### src/verilog/vsf_pkg.sv
package vsf_pkg;

  // ****************************************************************
  // Register map, byte addresses
  // ****************************************************************
  localparam int          ADDR_W       = 8;
  localparam logic [7:0]  REG_STATUS   = 8'h00;
  localparam logic [7:0]  REG_FEAT_SEL = 8'h04;
  localparam logic [7:0]  REG_DEV_FEAT = 8'h08;
  localparam logic [7:0]  REG_DRV_FEAT = 8'h0c;
  localparam logic [7:0]  REG_CFG_GEN  = 8'h10;
  localparam logic [7:0]  REG_INFO     = 8'h14;

  // ****************************************************************
  // Status field layout
  // ****************************************************************
  localparam int          ST_GUEST_FOUND  = 0;
  localparam int          ST_SW_CAPABLE   = 1;
  localparam int          ST_DRV_READY    = 2;
  localparam int          ST_NEG_DONE     = 3;
  localparam int          ST_NEEDS_RESET  = 6;
  localparam int          ST_GAVE_UP      = 7;
  localparam logic [7:0]  STATUS_RESET    = 8'h00;
  localparam logic [7:0]  STATUS_DRV_MASK = 8'h8f;

  // Packed from the most significant bit downward, no padding
  typedef struct packed {
    logic       guest_gave_up_bit;
    logic       needs_reset;
    logic [1:0] rsvd;
    logic       neg_done;
    logic       drv_ready;
    logic       sw_capable;
    logic       guest_found_device;
  } vsf_status_s;

  // ****************************************************************
  // Feature bit ranges
  // ****************************************************************
  localparam int             FEAT_WORDS   = 4;
  localparam int             FEAT_BITS    = 128;
  localparam logic [127:0]   DEVTYPE_MASK = 128'hffffffff_ffffffff_fffc0000_00ffffff;
  localparam logic [127:0]   XPORT_MASK   = 128'h00000000_00000000_000001ff_ff000000;
  localparam logic [127:0]   RESV_MASK    = 128'h00000000_00000000_0003fe00_00000000;

  // ****************************************************************
  // Info register bits
  // ****************************************************************
  localparam int INFO_QUEUE_RUN = 0;
  localparam int INFO_ACCEPT_OK = 1;
  localparam int INFO_CFG_EXT   = 2;

endpackage

### src/verilog/vsf_feat_if.sv
`timescale 1ns/1ps
interface vsf_feat_if;
  logic        wr_en;
  logic [1:0]  idx;
  logic [31:0] wr_data;
  logic        clear;
  logic [31:0] rd_data;
  logic        accept_ok;

  modport ctrl
  (
    output wr_en,
    output idx,
    output wr_data,
    output clear,
    input  rd_data,
    input  accept_ok
  );

  modport store
  (
    input  wr_en,
    input  idx,
    input  wr_data,
    input  clear,
    output rd_data,
    output accept_ok
  );
endinterface

### src/verilog/vsf_feat_store.sv
`timescale 1ns/1ps
module vsf_feat_store #(
  parameter logic [127:0] OFFERED = 128'h0
)
(
  // Clock and reset
  input wire logic    clk_sys,
  input wire logic    sys_rst,
  // Controller side
  vsf_feat_if.store   fif
);

  // ****************************************************************
  // State
  // ****************************************************************
  typedef struct packed {
    logic [vsf_pkg::FEAT_WORDS-1:0][31:0] words;
    logic [vsf_pkg::FEAT_WORDS-1:0]       ok;
    logic [31:0]                          rd_data;
  } vsf_store_s;

  vsf_store_s                     st;
  vsf_store_s                     next_st;
  logic [vsf_pkg::FEAT_WORDS-1:0] word_ok;

  // A word is acceptable when it holds no bit the device did not offer
  genvar gi;
  generate
    for (gi = 0; gi < vsf_pkg::FEAT_WORDS; gi++)
    begin : g_word
      assign word_ok[gi] = ((fif.wr_data & ~OFFERED[gi*32 +: 32]) == 32'h0);
    end
  endgenerate

  always_comb
  begin
    next_st         = st;
    next_st.rd_data = st.words[fif.idx];
    if (fif.clear)
    begin
      next_st.words = '0;
      next_st.ok    = '1;
    end
    else if (fif.wr_en)
    begin
      next_st.words[fif.idx] = fif.wr_data;
      next_st.ok[fif.idx]    = word_ok[fif.idx];
    end
  end

  always_ff @(posedge clk_sys)
  begin
    if (sys_rst)
    begin
      st.words   <= '0;
      st.ok      <= '1;
      st.rd_data <= 32'h0;
    end
    else
    begin
      st <= next_st;
    end
  end

  assign fif.rd_data   = st.rd_data;
  assign fif.accept_ok = &st.ok;

endmodule

### src/verilog/vsf_status_features.sv
// Overview of operation
// - Status is zero from power-up and after every device reset; an error in the same cycle as the reset write sets needs-reset if it was clear.
// - Status bit value 1 means the guest found a valid device.
// - Status bit value 2 means guest software can drive it; may come late.
// - Status bit value 4 means the driver is set up and ready.
// - Status bit value 8 means feature negotiation is complete.
// - Status bit value 64 means unrecoverable device error, reset needed.
// - Status bit value 128 means the guest gave up on the device.
// - No buffer consumption or used notification before driver-ready.
// - Device sets needs-reset on entering an error needing reset.
// - Needs-reset raised while driver-ready set emits a config change notification.
// - Device shows all supported features; driver writes back its accepted subset.
// - Accepted features change only by device reset and new negotiation.
// - Positions 0 to 23 and 50 to 127 are device-type features.
// - Positions 24 to 40 are for queue and negotiation extensions.
// - Positions 41 to 49 and 128 upward are reserved, never offered.
// - Extra configuration fields are announced by offering a feature bit.
// - Little-endian fields store low byte first, big-endian high byte first.
// - Bit-fields pack from the least significant bit in listed order.
// - Shared structures have no padding between or after members.
// - Negotiation-complete is not latched when the feature subset is unacceptable.
//
// Our own choices: the address map and strobed register access.
`timescale 1ns/1ps
module vsf_status_features #(
  parameter logic [127:0] DEV_FEATURES   = 128'h0,
  parameter logic [127:0] XPORT_FEATURES = 128'h0,
  parameter int           CFG_EXT_LEN    = 0,
  parameter int           CFG_EXT_BIT    = 0
)
(
  // Clock and reset
  input  wire logic                       clk_sys,
  input  wire logic                       sys_rst,
  // Register port
  input  wire logic [vsf_pkg::ADDR_W-1:0] reg_addr,
  input  wire logic [31:0]                reg_wdata,
  input  wire logic                       reg_wr,
  input  wire logic                       reg_rd,
  output logic      [31:0]                reg_rdata,
  // Device core side
  input  wire logic                       dev_error,
  input  wire logic                       used_notify_req,
  output logic                            used_notify,
  output logic                            queue_run,
  output logic                            cfg_change_notify,
  output logic                            dev_reset_pulse,
  output logic      [7:0]                 status_out
);

  // ****************************************************************
  // Offered feature set
  // ****************************************************************
  localparam logic [127:0] EXT_BIT_MASK = (CFG_EXT_LEN > 0) ? (128'h1 << CFG_EXT_BIT) : 128'h0;
  // Device-type bits only in their ranges, extension bits only in theirs, reserved never
  localparam logic [127:0] OFFERED      = (((DEV_FEATURES | EXT_BIT_MASK) & vsf_pkg::DEVTYPE_MASK)
                                          | (XPORT_FEATURES & vsf_pkg::XPORT_MASK))
                                          & ~vsf_pkg::RESV_MASK;

  // ****************************************************************
  // State
  // ****************************************************************
  typedef struct packed {
    vsf_pkg::vsf_status_s status;
    logic [31:0]          feat_sel;
    logic [7:0]           cfg_gen;
    logic [31:0]          rdata;
    logic                 rd_feat_drv;
    logic                 cfg_notify;
    logic                 dev_reset;
  } vsf_state_s;

  vsf_state_s  st;
  vsf_state_s  next_st;
  vsf_feat_if  fif ();
  logic        sel_in_range;
  logic [7:0]  wr_bits;
  logic        feat_wr;
  logic        feat_clear;

  vsf_feat_store #(
    .OFFERED (OFFERED)
  ) u_store (
    .clk_sys (clk_sys),
    .sys_rst (sys_rst),
    .fif     (fif)
  );

  // Selector values of four and above address positions 128 and upward
  assign sel_in_range = (st.feat_sel[31:2] == 30'h0);

  // ****************************************************************
  // Register access and status update
  // ****************************************************************
  always_comb
  begin
    next_st             = st;
    next_st.rdata       = 32'h0;
    next_st.rd_feat_drv = 1'b0;
    next_st.cfg_notify  = 1'b0;
    next_st.dev_reset   = 1'b0;
    wr_bits             = reg_wdata[7:0] & vsf_pkg::STATUS_DRV_MASK;
    feat_wr             = 1'b0;
    feat_clear          = 1'b0;
    if (!fif.accept_ok)
    begin
      wr_bits[vsf_pkg::ST_NEG_DONE] = 1'b0;
    end
    if (reg_wr)
    begin
      unique case (reg_addr)
        vsf_pkg::REG_STATUS:
        begin
          if (reg_wdata[7:0] == 8'h00)
          begin
            // Writing zero is the device reset
            next_st.status    = vsf_pkg::vsf_status_s'(vsf_pkg::STATUS_RESET);
            next_st.dev_reset = 1'b1;
            feat_clear        = 1'b1;
          end
          else
          begin
            // Bits only accumulate; a zero in the write clears nothing
            next_st.status = vsf_pkg::vsf_status_s'(st.status | wr_bits);
          end
        end
        vsf_pkg::REG_FEAT_SEL:
        begin
          next_st.feat_sel = reg_wdata;
        end
        vsf_pkg::REG_DRV_FEAT:
        begin
          // Frozen once negotiation has completed
          feat_wr = sel_in_range && !st.status.neg_done;
        end
        default:
        begin
        end
      endcase
    end
    if (reg_rd)
    begin
      unique case (reg_addr)
        vsf_pkg::REG_STATUS:
        begin
          next_st.rdata = {24'h0, st.status};
        end
        vsf_pkg::REG_FEAT_SEL:
        begin
          next_st.rdata = st.feat_sel;
        end
        vsf_pkg::REG_DEV_FEAT:
        begin
          // Lowest feature position sits in the least significant bit
          next_st.rdata = sel_in_range ? OFFERED[st.feat_sel[1:0]*32 +: 32] : 32'h0;
        end
        vsf_pkg::REG_DRV_FEAT:
        begin
          next_st.rd_feat_drv = sel_in_range;
        end
        vsf_pkg::REG_CFG_GEN:
        begin
          next_st.rdata = {24'h0, st.cfg_gen};
        end
        vsf_pkg::REG_INFO:
        begin
          next_st.rdata[vsf_pkg::INFO_QUEUE_RUN] = st.status.drv_ready;
          next_st.rdata[vsf_pkg::INFO_ACCEPT_OK] = fif.accept_ok;
          next_st.rdata[vsf_pkg::INFO_CFG_EXT]   = (CFG_EXT_LEN > 0);
        end
        default:
        begin
        end
      endcase
    end
    // Error set comes last so it wins over a reset written in the same cycle
    if (dev_error && !st.status.needs_reset)
    begin
      next_st.status.needs_reset = 1'b1;
      next_st.cfg_gen            = st.cfg_gen + 8'h01;
      next_st.cfg_notify         = next_st.status.drv_ready;
    end
  end

  always_ff @(posedge clk_sys)
  begin
    if (sys_rst)
    begin
      st.status      <= vsf_pkg::vsf_status_s'(vsf_pkg::STATUS_RESET);
      st.feat_sel    <= 32'h0;
      st.cfg_gen     <= 8'h00;
      st.rdata       <= 32'h0;
      st.rd_feat_drv <= 1'b0;
      st.cfg_notify  <= 1'b0;
      st.dev_reset   <= 1'b0;
    end
    else
    begin
      st <= next_st;
    end
  end

  // ****************************************************************
  // Feature store connection
  // ****************************************************************
  assign fif.wr_en   = feat_wr;
  assign fif.idx     = st.feat_sel[1:0];
  assign fif.wr_data = reg_wdata;
  assign fif.clear   = feat_clear;

  // ****************************************************************
  // Outputs
  // ****************************************************************
  assign reg_rdata         = st.rd_feat_drv ? fif.rd_data : st.rdata;
  assign queue_run         = st.status.drv_ready;
  assign used_notify       = used_notify_req && st.status.drv_ready;
  assign cfg_change_notify = st.cfg_notify;
  assign dev_reset_pulse   = st.dev_reset;
  assign status_out        = st.status;

endmodule
### config.mk
export PLATFORM = sky130hd
export DESIGN_NAME = vsf_status_features
export DESIGN_NICKNAME = d
export VERILOG_FILES = /design/src/verilog/vsf_pkg.sv /design/src/verilog/vsf_feat_if.sv /design/src/verilog/vsf_feat_store.sv /design/src/verilog/vsf_status_features.sv
export SDC_FILE = /design/constraint.sdc
export NUM_CORES = 1
export LEC_CHECK = 0
export BUFFER_PORTS_ARGS = -buffer_cell sky130_fd_sc_hd__clkbuf_2
export CAP_MARGIN = 0
export CORE_MARGIN = 3
export CORE_UTILIZATION = 30
export DETAILED_ROUTE_END_ITERATION = 8
export PLACE_DENSITY = 0.56
export REMOVE_ABC_BUFFERS = 1
export SYNTH_ARGS = -nofsm -noshare
export SYNTH_HDL_FRONTEND = slang
export SYNTH_HIERARCHICAL = 1
export SYNTH_SLANG_ARGS = --single-unit
### constraint.sdc
create_clock -name clk_sys -period 2.9 [get_ports clk_sys]
set_input_delay 0.725 -clock clk_sys [delete_from_list [all_inputs] [get_ports clk_sys]]
set_output_delay 0.725 -clock clk_sys [all_outputs]
set_load 0.005 [all_outputs]
* Word-level counts from Yosys, hierarchy flattened
Cells that the tools add are included.
Operators by class: add/subtract/negate cells 1, order comparisons 2, equality and inequality tests 5, shifts and indexed selects 1, mux-type cells 25, bitwise logic cells 4, reductions and logical operators 20
Operator list (count):
- $mux 32 | 5
- $bwmux 128 | 1
- $shiftx 128x8->32 const A | 1
- $pmux 29 s4 | 1
- $bmux 32 s2 | 1
- $demux 32 s2 | 1
- $mux 39 | 1
- $logic_not 32->1 | 1
- $logic_not 30->1 | 1
- $eq 8x4->1 const B | 2
- $eq 8x5->1 const B | 2
- $logic_not 8->1 | 2
- $pmux 3 s5 | 1
- $mux 1 | 9
- $add 8x1->8 const B | 1
- $eq 8x3->1 const B | 1
- $mux 8 | 1
- $or 8x8->8 | 1
- $mux 7 | 1
- $reduce_and 2->1 | 3
- $reduce_or 2->1 | 3
- $bwmux 4 | 1
- $logic_and 1x1->1 | 4
- $reduce_and 4->1 | 1
- other kinds (8) | 12
Word-level totals: bits in registers 247, input port bits 46, output and inout bits 44, word-level logic and storage cells 77

* Longest topological paths before layout
Gate-level depths: netlist of the first run.
word-level depth 7, depth in mapped cells 10, gate-level depth less buffers 6

* Modules after synthesis
The synthesis of the first run kept the hierarchy.
By module, submodules not included:
- vsf_feat_store | times used 1, cells each 727, area each 6567.5 um^2
- vsf_status_features | times used 1, cells each 382, area each 3943.8 um^2

* Worst setup path before layout of the first run
No wires, ideal clock.
path type input -> register, start point in reg_addr[5] (netlist bit), end point reg u_store/st[32] (netlist bit), library setup time 0.121 ns, arrival 2.460 ns, required time 2.779 ns, setup slack 0.320 ns, stages 10, path buffers 4, cell sequence nor3_1 buf_2 nand4_1 nor4_1 buf_4 or3b_1 buf_2 buf_6 a21oi_2 o31ai_1
Between the ends: elaborated cells between the ends (all ways) 7, those cells by class eq/ne: 1; mux: 4; reduce/logical: 2
RTL lines:
- from (decl) | RTL line vsf_status_features.sv:36 | input wire logic [vsf_pkg::ADDR_W-1:0] reg_addr,
- $eq 8x4->1 | RTL line vsf_status_features.sv:111 | unique case (reg_addr)
- $mux 1 | RTL line vsf_status_features.sv:111
- $mux 1 | RTL line vsf_status_features.sv:109 | if (reg_wr)
- net feat_wr | RTL line vsf_status_features.sv:78 | logic feat_wr;
- to (signal assigned) | RTL line vsf_feat_store.sv:61 | st <= next_st;
- to (decl) | RTL line vsf_feat_store.sv:22 | vsf_store_s st;
The timed path passes the listed nets, and every way through them passes these cells. A chain may end at the register's enable or synchronous reset.

==> results.md, run 1 <==
* Status: completed
* Fmax at 374 MHz
* Synth Warn # at 6
* DP HPWL at 18400 um
* Min-Delay Path Class: flop to flop
* Fin. max-slew vios at 0
* WHS at 0.450 ns
* Layout area overhead at 15.7%
* # DRC at 0
* Flop and latch count out of synthesis at 245
* CP arrival at 1.95 ns
* Max VDD drop at 0.403 mV
* I/O pin cnt at 90
* Fin. Hold Viols at 0
* CTS Hold Bufs at 0
* DIE HEIGHT at 193 um
* RSZ-0062 raised after global routing: false
* Vias in the first global route at 7656
* Routed WL at 27600 um
* Htree depth at 1
* Critical Path Start Type: flop
* CP endpoint kind: output port
* Iter 0 DRT Violations at 507
* Placer Congestion at 0.790
* CTS buffer count at 26
* Global-route wire length before repair at 43100 um
* Pleak at 4.30 nW
* CP required at 2.17 ns
* Pin count of the biggest net entering global routing at 50
* Worst-margin pin slew at 0.556 ns
* Clock root buffer: clkbuf_16
* Vias per inst at 4.82
* Share of layout cells above drive strength 1 at 20.2%
* Clock Skew at 0.0211 ns
* CTS clk-pin slew, worst paths at 0.06 ns
* Die area at 0.0373 mm^2
* Crit path kind: flop to output port
* CTS tree: yes
* Unique masters post-synth at 56
* Die X-Extent at 193 um
* Final non-filler cell area at 0.0122 mm^2
* Sequential area share after synthesis at 46.7%
* Final Net Count at 1201
* Core Region at 0.0340 mm^2
* Wire per inst at 17.0 um
* Crit Path Max Fanout at 14
* ANT cells at 0
* Most frequent cells in the layout: nand2_1, dfxtp_1, a21oi_1
* GRT Total Usage at 14.6%
* Placed Instances at 1574
* Crit-path cells: buf_4 -> mux2_1 -> clkbuf_2
* Clock latency on the worst-skew pair at 0.53 ns
* Overflow after GRT at 0
* PwrDens at 583 mW/mm^2
* Cell Area, Synth at 0.0105 mm^2
* Final std cells w/o fill at 1622
* Final setup viols at 0
* Dpl cell area at 0.0113 mm^2
* Sink Count at 245
* Tmin final at 2.68 ns
* Syn Inst Count at 1109
* Initial antenna violation count at 0
* Row cnt at 67
* Input/output buffers at 87
* Post-CTS Setup Repair Bufs at 0
* CP peak stage delay at 0.57 ns
* CP max stage cell: dfxtp_2
* Number of synthesized flops with an enable pin at 0
* ANT nets after route at 0
* Top_reg_cell synth: dfxtp_1
* First drt pass iteration count at 4
* Slew HR at 62.6%
* Asr flop ratio synth at 0%
* Vias at 7823
* Total of max-cap violations at 0
* Commonest non-fill, non-tap cell in the layout: nand2_1
* CTS Buffer Depth at 3
* Mean post-synth cell area at 9.48 um^2
* Resize count post-CTS at 0
* Period Utilization, post-route at 92.3%
* Starting Density at 30.9%
-- flip-flops by register name, indices dropped and copies added (netlist names) --
signal,flops
dev_reset_pulse,1
queue_run,1
status_out,5
fif.idx,2
cfg_change_notify,1
u_store/fif.rd_data,32
u_store/st,132
st,71
-- power breakdown --
group | internal (W) | switching [W] | total [W]
combinational | 0.0000865 | 0.000156 | 0.000243
sequential | 0.00337 | 0.00000766 | 0.00338
clock | 0.00211 | 0.00136 | 0.00347
total | 0.00557 | 0.00153 | 0.00709
-- logic make-up (layout without fill, tap and decap cells) --
family	count (synthesis)	count (layout)	synth area share (%)
flip-flops	245	245	46.7
buffers and inverters	122	186	7.58
AND/OR/NAND/NOR	464	464	22.2
other	1	2	0.0357
multiplexers	105	105	14.2
AO/OA/AOI/OAI	169	169	8.99
XOR/XNOR	2	2	0.167
adder cells (fa/ha/maj)	1	1	0.119
-- Yosys cell counts (5+ instances only) --
cell / number / area share (%)
mux2i_1: 37 / 3.5
nand2_1: 259 / 9.2
clkbuf_1: 20 / 0.71
nor2_1: 7 / 0.25
and2_1: 27 / 1.6
mux2_1: 30 / 3.2
nor2b_1: 35 / 2.1
nand4_1: 9 / 0.54
buf_2: 40 / 1.9
nand2b_1: 66 / 3.9
mux4_2: 32 / 6.9
nor4_1: 17 / 1.0
buf_6: 6 / 0.64
o31ai_1: 6 / 0.43
nand3_1: 5 / 0.24
buf_4: 52 / 3.7
mux2_2: 6 / 0.64
dfxtp_1: 245 / 47
a211oi_1: 5 / 0.36
a21oi_1: 141 / 6.7
-- final cells by class --
cell class / instances / area (um^2)
multi-input combinational: 743 / 4830
clock buffer: 40 / 815
fill: 3443 / 21900
timing repair buffer: 137 / 951
sequential: 245 / 4910
inverter: 1 / 3.75
tap: 448 / 561
clock inverter: 8 / 96.3
-- metrics by stage --
| stage | TNS, ns | total power (W) | worst slack (ns) | util [%] |
|---|---|---|---|---|
| after global routing | 0 | 0.00731 | 0.112 | 35.7 |
| final | 0 | 0.00709 | 0.224 | 35.7 |
| after detailed placement | 0 | 0.00370 | 0.269 | 33.1 |
| after floorplan | -163.74 | 0.00353 | -1.37 | - |
| after CTS | 0 | 0.00718 | 0.154 | 35.7 |
| after global placement | 0 | 0.00369 | 0.287 | 33.1 |
-- metal layers --
metal / vias up / global-route usage, % / wire length, um
met2: 175 / 24.6 / 13200
met1: 3799 / 19.9 / 12700
met3: 31 / 1.90 / 1250
met5: - / 0 / 0
li1: 3818 / - / -
met4: 0 / 3.50 / 508
-- final timing paths --
kind,from,end,slack (ns),cells after the start
worst max-delay path,st[2]$_SDFF_PP0_,reg_rdata[16],0.22,3
worst min-delay path,u_store/st[147]$_SDFFE_PP0P_,u_store/st[147]$_SDFFE_PP0P_,0.45,2
worst max register to register,st[62]$_SDFFE_PP0P_,u_store/st[47]$_SDFFE_PP0P_,0.33,9
worst min register to register,u_store/st[147]$_SDFFE_PP0P_,u_store/st[147]$_SDFFE_PP0P_,0.45,2
-- critical path, delay by kind of cell, from the launching register on --
family | cells | cell delay (ns)
DFF | 1 | 0.57
buffers and inverters | 2 | 0.46
muxes | 1 | 0.40
(Power assumes the default switching activity.)
==> run 2: changes to the inputs <==
Settings changed: BUFFER_PORTS_ARGS -buffer_cell sky130_fd_sc_hd__clkbuf_2 to unset, CORE_UTILIZATION 30 to 61, DONT_BUFFER_PORTS set to 1, PLACE_DENSITY 0.56 to 0.87.
Clock period 2.9 ns to 2.7 ns, I/O delays scaled along.
==> run 2 against run 1 <==
Sequential power increased by 7.4%. Worst setup slack gained 0.015 ns. Clock-buffer cell count fell by 5. Hold slack got worse by 0.24 ns. Power is 4.1% higher. Design area down 6.4%. Clock power up 5%.
==> results.md, run 2 (synthesis results as in run 1) <==
* CTS clk-pin slew, worst paths at 0.06 ns
* Final non-filler cell area at 0.0114 mm^2
* Commonest non-fill, non-tap cell in the layout: nand2_1
* Crit-path cells: nor4_2 -> buf_4 -> nand4_1 -> buf_4 -> nor4_2 -> buf_4 -> buf_4 -> nor3b_4 -> buf_6 -> nand2_1 -> a21oi_1
* Share of layout cells above drive strength 1 at 13.3%
* # DRC at 0
* Vias in the first global route at 7800
* Resize count post-CTS at 0
* Crit Path Max Fanout at 10
* Final core occ at 68.2%
* R2r startpoint: st[62]$_SDFFE_PP0P_
* Final std cells w/o fill at 1300
* Fmax at 406 MHz
* Most frequent cells in the layout: nand2_1, dfxtp_1, a21oi_1
* First drt pass iteration count at 6
* Die area at 0.0188 mm^2
* Layout area overhead at 8.31%
* WHS at 0.210 ns
* Vias per inst at 6.16
* CTS Hold Bufs at 0
* Crit path kind: flop to flop
* ANT cells at 0
* Vias at 8006
* Starting Density at 62.9%
* Worst R2R Path Depth at 11
* Core Region at 0.0167 mm^2
* Overflow after GRT at 0
* Global-route wire length before repair at 40400 um
* RSZ-0062 raised after global routing: false
* CP max stage cell: dfxtp_1
* Iter 0 DRT Violations at 837
* Status: completed
* ANT nets after route at 0
* Worst-margin pin slew at 0.627 ns
* Largest register by flop count: u_store/st
* Htree depth at 1
* Area of the multi-input gates at 0.00485 mm^2
* Slew HR at 57.8%
* DP HPWL at 16100 um
* Fin. max-slew vios at 0
* Final Net Count at 1109
* Input/output buffers at 0
* Post-CTS Setup Repair Bufs at 0
* Clock root buffer: clkbuf_16
* Placer Congestion at 0.869
* CP arrival at 2.90 ns
* Die X-Extent at 137 um
* Min-Delay Path Class: primary input to flop
* Sink Count at 245
* CTS buffer count at 25
* Hold EP: cfg_change_notify$_SDFF_PP0_
* Period Utilization, post-route at 91.1%
* Dpl cell area at 0.0105 mm^2
* Tmin final at 2.46 ns
* GRT Total Usage at 26.9%
* Fillers at 1197
* PwrDens at 649 mW/mm^2
* Pin count of the biggest net entering global routing at 116
* Initial antenna violation count at 0
* CP endpoint kind: flop
* Largest registers: u_store/st (132), st (71), u_store/fif.rd_data (32)
* Clock Skew at 0.0135 ns
* Hold path start: sys_rst
* Clock latency on the worst-skew pair at 0.53 ns
* Cell repeated most along the worst path: buf_4
* Final setup viols at 0
* CP peak stage delay at 0.35 ns
* Wire per inst at 19.6 um
* Seq. cell area at 0.00491 mm^2
* Worst Hold Path Cells at 1
* Row cnt at 47
* Max VDD drop at 0.597 mV
* Reg2reg end: u_store/st[57]$_SDFFE_PP0P_
* Critical Path Start Type: flop
* FF-to-FF setup slack at 0.24 ns
* CTS Buffer Depth at 3
* Pleak at 3.87 nW
* Routed WL at 25500 um
* DIE HEIGHT at 137 um
* Fin. Hold Viols at 0
* Placed Instances at 1255
* Max reg flops at 132
* Total of max-cap violations at 0
* CTS tree: yes
* I/O pin cnt at 90
* CP required at 3.14 ns
==> run 2: changes by cell type in the layout (fill, tap and decap cells not counted), sizes merged <==
cell      change
bufinv        +2
buf           -5
clkinvlp      -1
clkbuf       -91
inv           +1
==> run 2: critical path: cells and delay by family (launching register included) <==
kind | cells | cell delay (ns)
compound gates | 1 | 0.18
buf+inv | 5 | 0.83
flops | 1 | 0.35
simple gates | 5 | 1.01
==> run 2: worst max path at each step <==
| stage | from | to | slack, ns |
|---|---|---|---|
| after floorplan | reg_addr[5] | u_store/st[36]$_SDFFE_PP0P_ | -1.52 |
| after global placement | reg_addr[5] | u_store/st[55]$_SDFFE_PP0P_ | 0.28 |
| after detailed placement | st[49]$_SDFFE_PP0P_ | u_store/st[45]$_SDFFE_PP0P_ | 0.18 |
| after CTS | st[49]$_SDFFE_PP0P_ | u_store/st[57]$_SDFFE_PP0P_ | 0.08 |
| after global routing | st[45]$_SDFFE_PP0P_ | u_store/st[57]$_SDFFE_PP0P_ | 0.05 |
| final | st[62]$_SDFFE_PP0P_ | u_store/st[57]$_SDFFE_PP0P_ | 0.24 |
==> run 2: layout make-up <==
type                       instances  area share (%)
clock buffer                      35            6.18
clock inverter                    10            1.41
inverter                           1          0.0330
multi-input combinational        743            42.6
sequential                       245            43.1
tap                              220            2.42
timing repair buffer              46            4.28
==> run 2: report_power, final <==
group          internal, W  leakage, nW  total (W)  switching (W)
Combinational    0.0000651         1.47   0.000132      0.0000664
Clock              0.00220        0.427    0.00363        0.00142
Sequential         0.00362         1.97    0.00363     0.00000767
==> run 2: per-layer routing <==
layer / vias to the layer above / GRT usage, % / part of all wire (%)
li1: 3633 / - / -
met1: 3868 / 33.8 / 39
met2: 413 / 45.4 / 49
met3: 92 / 5.04 / 8.8
met4: 0 / 11.5 / 4.0
met5: - / 0 / 0
==> run 2: stage by stage <==
step / setup slack, ns / TNS (ns) / total power, W
finish: 0.239 / 0 / 0.00738
detailed placement: 0.181 / 0 / 0.00384
global route: 0.0532 / 0 / 0.00755
floorplan: -1.52 / -188.34 / 0.00380
CTS: 0.0805 / 0 / 0.00741
global placement: 0.282 / 0 / 0.00383
